## src/swt_pkg.sv

```systemverilog
// Constants and types shared by the supervisor watchdog timer block
package swt_pkg;

  // ****************************************
  // Timebase
  // ****************************************
  localparam int CLK_HZ     = 40_000_000;
  localparam int CLK_PER_US = CLK_HZ / 1_000_000;
  localparam int CLK_PER_MS = CLK_HZ / 1_000;

  // ****************************************
  // Durations in their own units
  // ****************************************
  localparam int LONG_TIMEOUT_MS  = 1600;
  localparam int SHORT_TIMEOUT_MS = 200;
  // Plain default for the capacitor-programmed timeout
  localparam int ADJ_TIMEOUT_US   = 3611;
  localparam int RST_HOLD_MS      = 200;
  localparam int EN_SETUP_US      = 150;
  localparam int CFG_INIT_US      = 381;

  // ****************************************
  // Durations in clock cycles
  // ****************************************
  localparam int LONG_TIMEOUT_CYC  = LONG_TIMEOUT_MS * CLK_PER_MS;
  localparam int SHORT_TIMEOUT_CYC = SHORT_TIMEOUT_MS * CLK_PER_MS;
  localparam int ADJ_TIMEOUT_CYC   = ADJ_TIMEOUT_US * CLK_PER_US;
  localparam int RST_HOLD_CYC      = RST_HOLD_MS * CLK_PER_MS;
  localparam int EN_SETUP_CYC      = EN_SETUP_US * CLK_PER_US;
  localparam int CFG_INIT_CYC      = CFG_INIT_US * CLK_PER_US;

  // Wide enough for the longest count (64,000,000)
  localparam int CNT_W = 27;

  // ****************************************
  // Pin synchroniser lanes
  // ****************************************
  localparam int PIN_W        = 6;
  localparam int PIN_KICK     = 0;
  localparam int PIN_EN       = 1;
  localparam int PIN_MR       = 2;
  localparam int PIN_SUPPLY   = 3;
  localparam int PIN_TSEL_HI  = 4;
  localparam int PIN_TSEL_CAP = 5;

  // ****************************************
  // State and mode encodings
  // ****************************************
  typedef enum logic [1:0] {
    SUP_ASSERT = 2'h0,
    SUP_CONFIG = 2'h1,
    SUP_HOLD   = 2'h2,
    SUP_RUN    = 2'h3
  } swt_sup_state_t;

  typedef enum logic [1:0] {
    WD_IDLE  = 2'h0,
    WD_SETUP = 2'h1,
    WD_RUN   = 2'h2,
    WD_FAULT = 2'h3
  } swt_wd_state_t;

  typedef enum logic [1:0] {
    TM_LONG  = 2'h0,
    TM_SHORT = 2'h1,
    TM_CAP   = 2'h2
  } swt_tmode_t;

  localparam swt_tmode_t TMODE_RST = TM_LONG;

endpackage

```

## src/swt_sync.sv

```systemverilog
// Two-stage synchroniser for asynchronous pin levels
`timescale 1ns/100ps
module swt_sync #(
  parameter int W = 1
) (
  // Clock and reset
  input  wire logic         sys_clk_i,
  input  wire logic         rst_n_i,
  // Data
  input  wire logic [W-1:0] d_i,
  output logic      [W-1:0] q_o
);

  logic [W-1:0] meta_ff;
  logic [W-1:0] sync_ff;

  always_ff @(posedge sys_clk_i or negedge rst_n_i) begin
    if (!rst_n_i) begin
      meta_ff <= '0;
      sync_ff <= '0;
    end else begin
      meta_ff <= d_i;
      sync_ff <= meta_ff;
    end
  end

  assign q_o = sync_ff;

endmodule

```

## src/swt_tmr.sv

```systemverilog
// Saturating cycle counter with a terminal flag
`timescale 1ns/100ps
module swt_tmr (
  // Clock and reset
  input  wire logic                     sys_clk_i,
  input  wire logic                     rst_n_i,
  // Control
  input  wire logic                     clr_i,
  input  wire logic [swt_pkg::CNT_W-1:0] limit_i,
  // Status
  output logic                          expired_o
);

  logic [swt_pkg::CNT_W-1:0] cnt_ff;

  // Stops at the limit so a late clear never sees a wrapped count
  always_ff @(posedge sys_clk_i or negedge rst_n_i) begin
    if (!rst_n_i) begin
      cnt_ff <= '0;
    end else if (clr_i) begin
      cnt_ff <= '0;
    end else if (!expired_o) begin
      cnt_ff <= cnt_ff + 1'b1;
    end
  end

  assign expired_o = (cnt_ff >= limit_i);

endmodule

```

## src/swt_top.sv

```systemverilog
// Supervisor with watchdog timer: reset sequencing, pin classification, watchdog
`timescale 1ns/100ps
module swt_top #(
  parameter logic [swt_pkg::CNT_W-1:0] LONG_TIMEOUT_CYC  =
    swt_pkg::CNT_W'(swt_pkg::LONG_TIMEOUT_CYC),
  parameter logic [swt_pkg::CNT_W-1:0] SHORT_TIMEOUT_CYC =
    swt_pkg::CNT_W'(swt_pkg::SHORT_TIMEOUT_CYC),
  parameter logic [swt_pkg::CNT_W-1:0] ADJ_TIMEOUT_CYC   =
    swt_pkg::CNT_W'(swt_pkg::ADJ_TIMEOUT_CYC),
  parameter logic [swt_pkg::CNT_W-1:0] RST_HOLD_CYC      =
    swt_pkg::CNT_W'(swt_pkg::RST_HOLD_CYC),
  parameter logic [swt_pkg::CNT_W-1:0] EN_SETUP_CYC      =
    swt_pkg::CNT_W'(swt_pkg::EN_SETUP_CYC),
  parameter logic [swt_pkg::CNT_W-1:0] CFG_INIT_CYC      =
    swt_pkg::CNT_W'(swt_pkg::CFG_INIT_CYC)
) (
  // Clock and reset
  input  wire logic sys_clk_i,
  input  wire logic rst_n_i,
  // Supply monitor and manual reset pins
  input  wire logic supply_valid_i,
  input  wire logic manual_rst_n_i,
  // Watchdog pins
  input  wire logic watchdog_kick_in_i,
  input  wire logic watchdog_enable_sel_i,
  // Timeout select pin sense levels
  input  wire logic timeout_select_pin_hi_i,
  input  wire logic timeout_select_pin_cap_i,
  // Supervisor reset, open drain
  output logic      supervisor_rst_n_o,
  output logic      supervisor_rst_oe_o,
  // Watchdog fault, open drain
  output logic      watchdog_fault_n_o,
  output logic      watchdog_fault_oe_o
);

  // ****************************************
  // Reset release
  // ****************************************
  logic [1:0] rst_sync_ff;
  logic       rst_n;

  always_ff @(posedge sys_clk_i or negedge rst_n_i) begin
    if (!rst_n_i) begin
      rst_sync_ff <= 2'h0;
    end else begin
      rst_sync_ff <= {rst_sync_ff[0], 1'b1};
    end
  end

  assign rst_n = rst_sync_ff[1];

  // ****************************************
  // Pin synchronisers
  // ****************************************
  logic [swt_pkg::PIN_W-1:0] pin_raw;
  logic [swt_pkg::PIN_W-1:0] pin_s;

  assign pin_raw[swt_pkg::PIN_KICK]     = watchdog_kick_in_i;
  assign pin_raw[swt_pkg::PIN_EN]       = watchdog_enable_sel_i;
  assign pin_raw[swt_pkg::PIN_MR]       = manual_rst_n_i;
  assign pin_raw[swt_pkg::PIN_SUPPLY]   = supply_valid_i;
  assign pin_raw[swt_pkg::PIN_TSEL_HI]  = timeout_select_pin_hi_i;
  assign pin_raw[swt_pkg::PIN_TSEL_CAP] = timeout_select_pin_cap_i;

  swt_sync #(
    .W (swt_pkg::PIN_W)
  ) u_pin_sync (
    .sys_clk_i (sys_clk_i),
    .rst_n_i   (rst_n),
    .d_i       (pin_raw),
    .q_o       (pin_s)
  );

  logic kick_s;
  logic en_s;
  logic mr_n_s;
  logic supply_s;
  logic sup_ok;

  assign kick_s   = pin_s[swt_pkg::PIN_KICK];
  assign en_s     = pin_s[swt_pkg::PIN_EN];
  assign mr_n_s   = pin_s[swt_pkg::PIN_MR];
  assign supply_s = pin_s[swt_pkg::PIN_SUPPLY];
  assign sup_ok   = supply_s & mr_n_s;

  // ****************************************
  // Edge detection
  // ****************************************
  logic kick_dly_ff;
  logic en_dly_ff;
  logic kick_fall;
  logic en_rise;

  always_ff @(posedge sys_clk_i or negedge rst_n) begin
    if (!rst_n) begin
      kick_dly_ff <= 1'b0;
      en_dly_ff   <= 1'b0;
    end else begin
      kick_dly_ff <= kick_s;
      en_dly_ff   <= en_s;
    end
  end

  assign kick_fall = kick_dly_ff & ~kick_s;
  assign en_rise   = ~en_dly_ff & en_s;

  // ****************************************
  // Supervisor sequencer
  // ****************************************
  swt_pkg::swt_sup_state_t sup_state_ff;
  swt_pkg::swt_sup_state_t nxt_sup_state;
  logic                    cfg_done_ff;
  logic                    sup_expired;
  logic                    sup_clr;
  logic [swt_pkg::CNT_W-1:0] sup_limit;

  always_comb begin
    nxt_sup_state = sup_state_ff;
    case (sup_state_ff)
      swt_pkg::SUP_ASSERT: begin
        if (supply_s && !cfg_done_ff) begin
          nxt_sup_state = swt_pkg::SUP_CONFIG;
        end else if (sup_ok) begin
          nxt_sup_state = swt_pkg::SUP_HOLD;
        end
      end
      swt_pkg::SUP_CONFIG: begin
        if (!supply_s) begin
          nxt_sup_state = swt_pkg::SUP_ASSERT;
        end else if (sup_expired) begin
          nxt_sup_state = mr_n_s ? swt_pkg::SUP_HOLD : swt_pkg::SUP_ASSERT;
        end
      end
      swt_pkg::SUP_HOLD: begin
        if (!sup_ok) begin
          nxt_sup_state = swt_pkg::SUP_ASSERT;
        end else if (sup_expired) begin
          nxt_sup_state = swt_pkg::SUP_RUN;
        end
      end
      swt_pkg::SUP_RUN: begin
        if (!sup_ok) begin
          nxt_sup_state = swt_pkg::SUP_ASSERT;
        end
      end
      default: begin
        nxt_sup_state = swt_pkg::SUP_ASSERT;
      end
    endcase
  end

  always_ff @(posedge sys_clk_i or negedge rst_n) begin
    if (!rst_n) begin
      sup_state_ff <= swt_pkg::SUP_ASSERT;
    end else begin
      sup_state_ff <= nxt_sup_state;
    end
  end

  // Classification is repeated only after the supply has dropped out
  always_ff @(posedge sys_clk_i or negedge rst_n) begin
    if (!rst_n) begin
      cfg_done_ff <= 1'b0;
    end else if (!supply_s) begin
      cfg_done_ff <= 1'b0;
    end else if (sup_state_ff == swt_pkg::SUP_CONFIG && sup_expired) begin
      cfg_done_ff <= 1'b1;
    end
  end

  assign sup_clr   = (nxt_sup_state != sup_state_ff) ||
                     (sup_state_ff == swt_pkg::SUP_ASSERT);
  assign sup_limit = (sup_state_ff == swt_pkg::SUP_CONFIG) ?
                     CFG_INIT_CYC : RST_HOLD_CYC;

  swt_tmr u_sup_tmr (
    .sys_clk_i (sys_clk_i),
    .rst_n_i   (rst_n),
    .clr_i     (sup_clr),
    .limit_i   (sup_limit),
    .expired_o (sup_expired)
  );

  // ****************************************
  // Timeout select classification
  // ****************************************
  swt_pkg::swt_tmode_t tmode_ff;

  // Capacitor sense takes priority: a charging pin also reads high late
  always_ff @(posedge sys_clk_i or negedge rst_n) begin
    if (!rst_n) begin
      tmode_ff <= swt_pkg::TMODE_RST;
    end else if (sup_state_ff == swt_pkg::SUP_CONFIG && sup_expired) begin
      if (pin_s[swt_pkg::PIN_TSEL_CAP]) begin
        tmode_ff <= swt_pkg::TM_CAP;
      end else if (pin_s[swt_pkg::PIN_TSEL_HI]) begin
        tmode_ff <= swt_pkg::TM_SHORT;
      end else begin
        tmode_ff <= swt_pkg::TM_LONG;
      end
    end
  end

  logic [swt_pkg::CNT_W-1:0] timeout_limit;

  always_comb begin
    case (tmode_ff)
      swt_pkg::TM_SHORT: timeout_limit = SHORT_TIMEOUT_CYC;
      swt_pkg::TM_CAP:   timeout_limit = ADJ_TIMEOUT_CYC;
      default:           timeout_limit = LONG_TIMEOUT_CYC;
    endcase
  end

  // ****************************************
  // Watchdog sequencer
  // ****************************************
  swt_pkg::swt_wd_state_t wd_state_ff;
  swt_pkg::swt_wd_state_t nxt_wd_state;
  logic                   wd_allowed;
  logic                   en_pend_ff;
  logic                   wd_expired;
  logic                   wd_clr;
  logic [swt_pkg::CNT_W-1:0] wd_limit;

  assign wd_allowed = (sup_state_ff == swt_pkg::SUP_RUN) && en_dly_ff;

  // Set wins; dropped outside RUN since synced pins read low after reset
  always_ff @(posedge sys_clk_i or negedge rst_n) begin
    if (!rst_n) begin
      en_pend_ff <= 1'b0;
    end else if (en_rise) begin
      en_pend_ff <= 1'b1;
    end else if (wd_state_ff == swt_pkg::WD_SETUP || sup_state_ff != swt_pkg::SUP_RUN) begin
      en_pend_ff <= 1'b0;
    end
  end

  always_comb begin
    nxt_wd_state = wd_state_ff;
    case (wd_state_ff)
      swt_pkg::WD_IDLE: begin
        if (wd_allowed) begin
          nxt_wd_state = en_pend_ff ? swt_pkg::WD_SETUP : swt_pkg::WD_RUN;
        end
      end
      swt_pkg::WD_SETUP: begin
        if (!wd_allowed) begin
          nxt_wd_state = swt_pkg::WD_IDLE;
        end else if (wd_expired) begin
          nxt_wd_state = swt_pkg::WD_RUN;
        end
      end
      swt_pkg::WD_RUN: begin
        if (!wd_allowed) begin
          nxt_wd_state = swt_pkg::WD_IDLE;
        end else if (wd_expired) begin
          nxt_wd_state = swt_pkg::WD_FAULT;
        end
      end
      swt_pkg::WD_FAULT: begin
        if (!wd_allowed) begin
          nxt_wd_state = swt_pkg::WD_IDLE;
        end else if (wd_expired) begin
          nxt_wd_state = swt_pkg::WD_RUN;
        end
      end
      default: begin
        nxt_wd_state = swt_pkg::WD_IDLE;
      end
    endcase
  end

  always_ff @(posedge sys_clk_i or negedge rst_n) begin
    if (!rst_n) begin
      wd_state_ff <= swt_pkg::WD_IDLE;
    end else begin
      wd_state_ff <= nxt_wd_state;
    end
  end

  // Kicks only restart the count while timing; elsewhere they are ignored
  assign wd_clr = (nxt_wd_state != wd_state_ff) ||
                  (wd_state_ff == swt_pkg::WD_IDLE) ||
                  (wd_state_ff == swt_pkg::WD_RUN && kick_fall);

  always_comb begin
    case (wd_state_ff)
      swt_pkg::WD_SETUP: wd_limit = EN_SETUP_CYC;
      swt_pkg::WD_FAULT: wd_limit = RST_HOLD_CYC;
      default:           wd_limit = timeout_limit;
    endcase
  end

  swt_tmr u_wd_tmr (
    .sys_clk_i (sys_clk_i),
    .rst_n_i   (rst_n),
    .clr_i     (wd_clr),
    .limit_i   (wd_limit),
    .expired_o (wd_expired)
  );

  // ****************************************
  // Open-drain outputs
  // ****************************************
  logic sup_rst_oe_ff;
  logic wd_fault_oe_ff;

  // Separate flops keep the two pins independent of each other
  always_ff @(posedge sys_clk_i or negedge rst_n) begin
    if (!rst_n) begin
      sup_rst_oe_ff <= 1'b1;
    end else begin
      sup_rst_oe_ff <= (nxt_sup_state != swt_pkg::SUP_RUN);
    end
  end

  always_ff @(posedge sys_clk_i or negedge rst_n) begin
    if (!rst_n) begin
      wd_fault_oe_ff <= 1'b0;
    end else begin
      wd_fault_oe_ff <= (nxt_wd_state == swt_pkg::WD_FAULT);
    end
  end

  assign supervisor_rst_n_o  = 1'b0;
  assign supervisor_rst_oe_o = sup_rst_oe_ff;
  assign watchdog_fault_n_o  = 1'b0;
  assign watchdog_fault_oe_o = wd_fault_oe_ff;

endmodule

```

## config.mk

```make
export PLATFORM = sky130hd
export DESIGN_NAME = swt_top
export DESIGN_NICKNAME = d
export VERILOG_FILES = /design/src/swt_pkg.sv /design/src/swt_sync.sv /design/src/swt_tmr.sv /design/src/swt_top.sv
export SDC_FILE = /design/constraint.sdc
export NUM_CORES = 1
export LEC_CHECK = 0
export ABC_AREA = 1
export ABC_CLOCK_PERIOD_IN_PS = 6010
export BUFFER_PORTS_ARGS = -buffer_cell sky130_fd_sc_hd__buf_2
export CORE_MARGIN = 2
export CORE_UTILIZATION = 55
export CTS_BUF_LIST = sky130_fd_sc_hd__clkbuf_8
export CTS_CLUSTER_SIZE = 14
export DETAILED_ROUTE_END_ITERATION = 12
export PLACE_DENSITY = 0.81
export SLEW_MARGIN = 40
export SYNTH_ARGS = -nofsm -noshare
export SYNTH_HDL_FRONTEND = slang
export SYNTH_SLANG_ARGS = --single-unit
```

## constraint.sdc

```tcl
create_clock -name sys_clk_i -period 6.01 [get_ports sys_clk_i]
set_input_delay 0.3005 -clock sys_clk_i [delete_from_list [all_inputs] [get_ports sys_clk_i]]
set_output_delay 0.3005 -clock sys_clk_i [all_outputs]
set_load 0.05 [all_outputs]
```

==> impl_metrics.py <==
metrics = {
    "routing": {
        "wl_per_cell_um": 14.3,
        "ant_nets": 0,
        "routed_wirelength_mm": 11.2,
        "drc": 0,
        "drt_iter0_drc": 352,
        "dr.pass1.iters": 6,
        "via_per_inst": 5.56,
        "num_vias": 4340,
    },
    "yosys": {
        "ys_types": 43,
        "yosys.cell_count.top_type": "nand2_1",
        "synth-seq-area-share": 0.398,
        "synthTopCellsByCount": "132 x nand2_1, 113 x nor2_1, 86 x inv_1, 79 x dfrtp_1, 34 x ha_1",
        "yosys_most_used_dff": "dfrtp_1",
        "yosys-top-cells-area": "dfrtp_1 39%, nand2_1 9.9%, ha_1 8.5%",
        "yosys.area.top_type": "dfrtp_1",
        "synth_top_area_frac": 0.393,
        "synthesis.area_mm2": 0.00503,
        "synth_cells": 655,
        "synth_seq_cells": 80,
        "synth-edff-count": 0,
        "avgSynthCellArea_um2": 7.68,
        "yosysWarnings": 0,
        "synthArstFlopShare": 1.00,
    },
    "power_and_ir_drop": {
        "ir_drop_v": 0.000164,
        "power_density_mw_per_mm2": 216,
        "p_leak_nw": 2.59,
        "p_clk_frac": 0.400,
        "internal_power_uw": 833,
        "p_switching_uw": 331,
        "pwr-share-comb": 0.112,
        "switching_share": 0.284,
        "total_power_mw": 1.16,
        "pwr-share-seq": 0.488,
    },
    "sta": {
        "hold_viol_final": 0,
        "period_share": 0.569,
        "clock.fmax_mhz": 292,
        "fin_tns_setup_ns": 0,
        "skew_ns": 0.0135,
        "worst_pin_slew_ns": 0.679,
        "relSlewSlack": 0.546,
        "slew_violations": 0,
        "rsz0062_at_grt": "false",
        "post-route-min-period_ns": 3.42,
        "layout_setup_ws_ns": 2.59,
        "setup_viol": 0,
    },
    "worst_setup_path": {
        "critical_path_class": "flip-flop to flip-flop",
        "crit_buf_inv": 4,
        "r2r_start": "sup_state_ff[0]",
        "crit_start": "sup_state_ff[0]",
        "start_kind": "flip-flop",
        "end_kind": "flip-flop",
        "crit_fanout": 22,
        "cp.required_ns": 6.29,
        "cp_slowest_cell": "nor2_1",
        "r2r_slack_ns": 2.59,
        "worst_path_most_repeated_cell": "nand2_1",
        "path_cells": "inv_1 -> nor2_1 -> inv_1 -> ha_1 -> nand2_1 -> nor3_2 -> nand2_1 -> nor2_1 -> a21oi_2 -> nand3_1 -> nand2_1 -> inv_2 -> nand2_1 -> nand2_2 -> nor2_4 -> inv_2 -> a21oi_1",
        "critical-path-top-delay-family": "simple AND/OR/NAND/NOR gates",
        "cp.arrival_ns": 3.71,
        "slowest_delay_ns": 0.53,
    },
    "die": {
        "fp.dieH_um": 99.6,
        "io_pins": 12,
        "start_util": 0.571,
        "die_w_um": 99.6,
        "rows": 34,
        "core_area_mm2": 0.00881,
        "die_area_mm2": 0.00993,
    },
    "final_layout": {
        "drive_gt1_frac": 0.105,
        "diodes": 0,
        "nNetsFinal": 710,
        "fin_util": 0.613,
        "area_growth_pct": 7.26,
    },
    "placed_design": {
        "routabilityCongestion": 0.939,
        "portBuffers": 9,
        "hpwl_mm": 8.49,
        "place_ws_ns": 2.63,
    },
    "cts": {
        "ctsLongestPathBuffers": 2,
        "numCtsBuffers": 9,
        "clk_latency_ns": 0.37,
        "path_clk_slew_ns": 0.10,
        "htreeDepth": 3,
        "clock_sinks": 80,
        "cts-root-buf": "clkbuf_8",
        "cts_tree": "built",
        "ctsResizeCount": 0,
    },
    "grt": {
        "grt_usage": 0.249,
        "grt_max_degree": 41,
        "grt_overflow": 0,
        "antenna_found_initial": 0,
        "grt_pass1_vias": 4223,
        "grt_pass1_wl_mm": 19.9,
    },
    "hold_path": {
        "min_path_type": "input port to flip-flop",
        "min_from": "timeout_select_pin_cap_i",
    },
    "run": {
        "cap_violations": 0,
    },
    "status": {
        "status": "finished, final reports clean",
    },
}
-- cells in the final DEF (no fill, tap or decap), types with 2 or more instances in the layout --
master,instances
inv_8,2
a21oi_1,11
nand3_1,33
xnor2_1,4
and3_1,4
nor2_2,14
conb_1,3
o22ai_1,2
inv_2,7
nand3_2,4
a21oi_2,2
nand2_1,132
nor2_1,113
dfrtp_1,78
nor3_1,27
o21a_1,2
xor2_1,21
a31oi_1,2
nand2_2,7
inv_1,86
o21bai_1,3
o21ai_0,8
bufinv_16,2
nor3_2,3
ha_1,34
clkbuf_8,9
nand4_1,26
nor4_1,5
buf_2,9
inv_6,2
-- metrics by stage --
stage / cell area (um^2) / std cells / hold WS, ns
final: 5400 / 781 / 0.0321
after global routing: 5400 / 781 / 0.0280
after CTS: 5400 / 781 / 0.0332
after detailed placement: 5150 / 764 / 0.0879
after global placement: 5130 / 763 / 0.0864
after floorplan: 5030 / 656 / 0.00491
-- timing repair --
action | CTS | global route
setup buffers | 0 | 0
endpoints found under the hold margin | 2 | 0
setup endpoints to repair | 0 | 0
hold buffers | 1 | 0
-- area by class of cell --
type	instances	area, um^2
Tap cell	108	135
Inverter	93	349
Multi-Input combinational cell	473	2600
Clock buffer	9	124
Sequential cell	80	2010
Timing Repair Buffer	11	75.1
Fill cell	775	3410
Clock inverter	7	108
-- per-layer routing --
metal	global-route usage	vias up	part of all wire
li1	-	2134	-
met1	0.363	2026	0.48
met2	0.370	154	0.44
met3	0.0464	26	0.058
met4	0.0938	0	0.025
met5	0	-	0
-- worst paths after layout --
kind / endpoint / depth (start not counted)
worst max-delay path: u_sup_tmr.cnt_ff[1] / 17
worst min-delay path: u_pin_sync.meta_ff[5] / 1
worst max register to register: u_sup_tmr.cnt_ff[1] / 17
worst min register to register: u_sup_tmr.cnt_ff[7] / 0
max in group asynchronous: supervisor_rst_oe_o / 1
min in group asynchronous: rst_sync_ff[0] / 2
-- power groups by stage --
stage,sequential [mW],combinational (mW),clock [mW]
3_5_place_dp,0.579,0.130,0
3_3_place_gp,0.582,0.119,0
6_report,0.568,0.130,0.466
5_1_grt,0.572,0.150,0.498
4_1_cts,0.568,0.131,0.474
2_1_floorplan,0.577,0.103,0
-- worst register-to-register path: stages (launching register included) --
cell and delay [ns]:
dfrtp_1 0.42, inv_1 0.10, nor2_1 0.53, inv_1 0.28
ha_1 0.37, nand2_1 0.08, nor3_2 0.05, nand2_1 0.06
nor2_1 0.04, a21oi_2 0.32, nand3_1 0.12, nand2_1 0.12
inv_2 0.04, nand2_1 0.07, nand2_2 0.07, nor2_4 0.22
inv_2 0.25, a21oi_1 0.20
-- cells by family after synthesis --
| kind of cell | synth area share |
|---|---|
| xor gates and xnor gates | 0.0435 |
| DFF | 0.398 |
| adders and majority gates | 0.0846 |
| AOI/OAI and AO/OA | 0.0413 |
| and+or+nand+nor | 0.345 |
| buffers and inverters | 0.0861 |
| other | 0.00149 |
-- flip-flops by register name, summed over array words and instances (netlist names) --
register / count
en_pend_ff: 1
sup_state_ff: 2
kick_dly_ff: 1
en_dly_ff: 1
watchdog_fault_oe_o: 1
wd_state_ff: 2
rst_sync_ff: 2
u_wd_tmr.cnt_ff: 27
cfg_done_ff: 1
supervisor_rst_oe_o: 1
u_pin_sync.q_o: 6
u_pin_sync.meta_ff: 6
u_sup_tmr.cnt_ff: 27
tmode_ff: 2
Note: power is estimated with default switching activity, not from simulation.
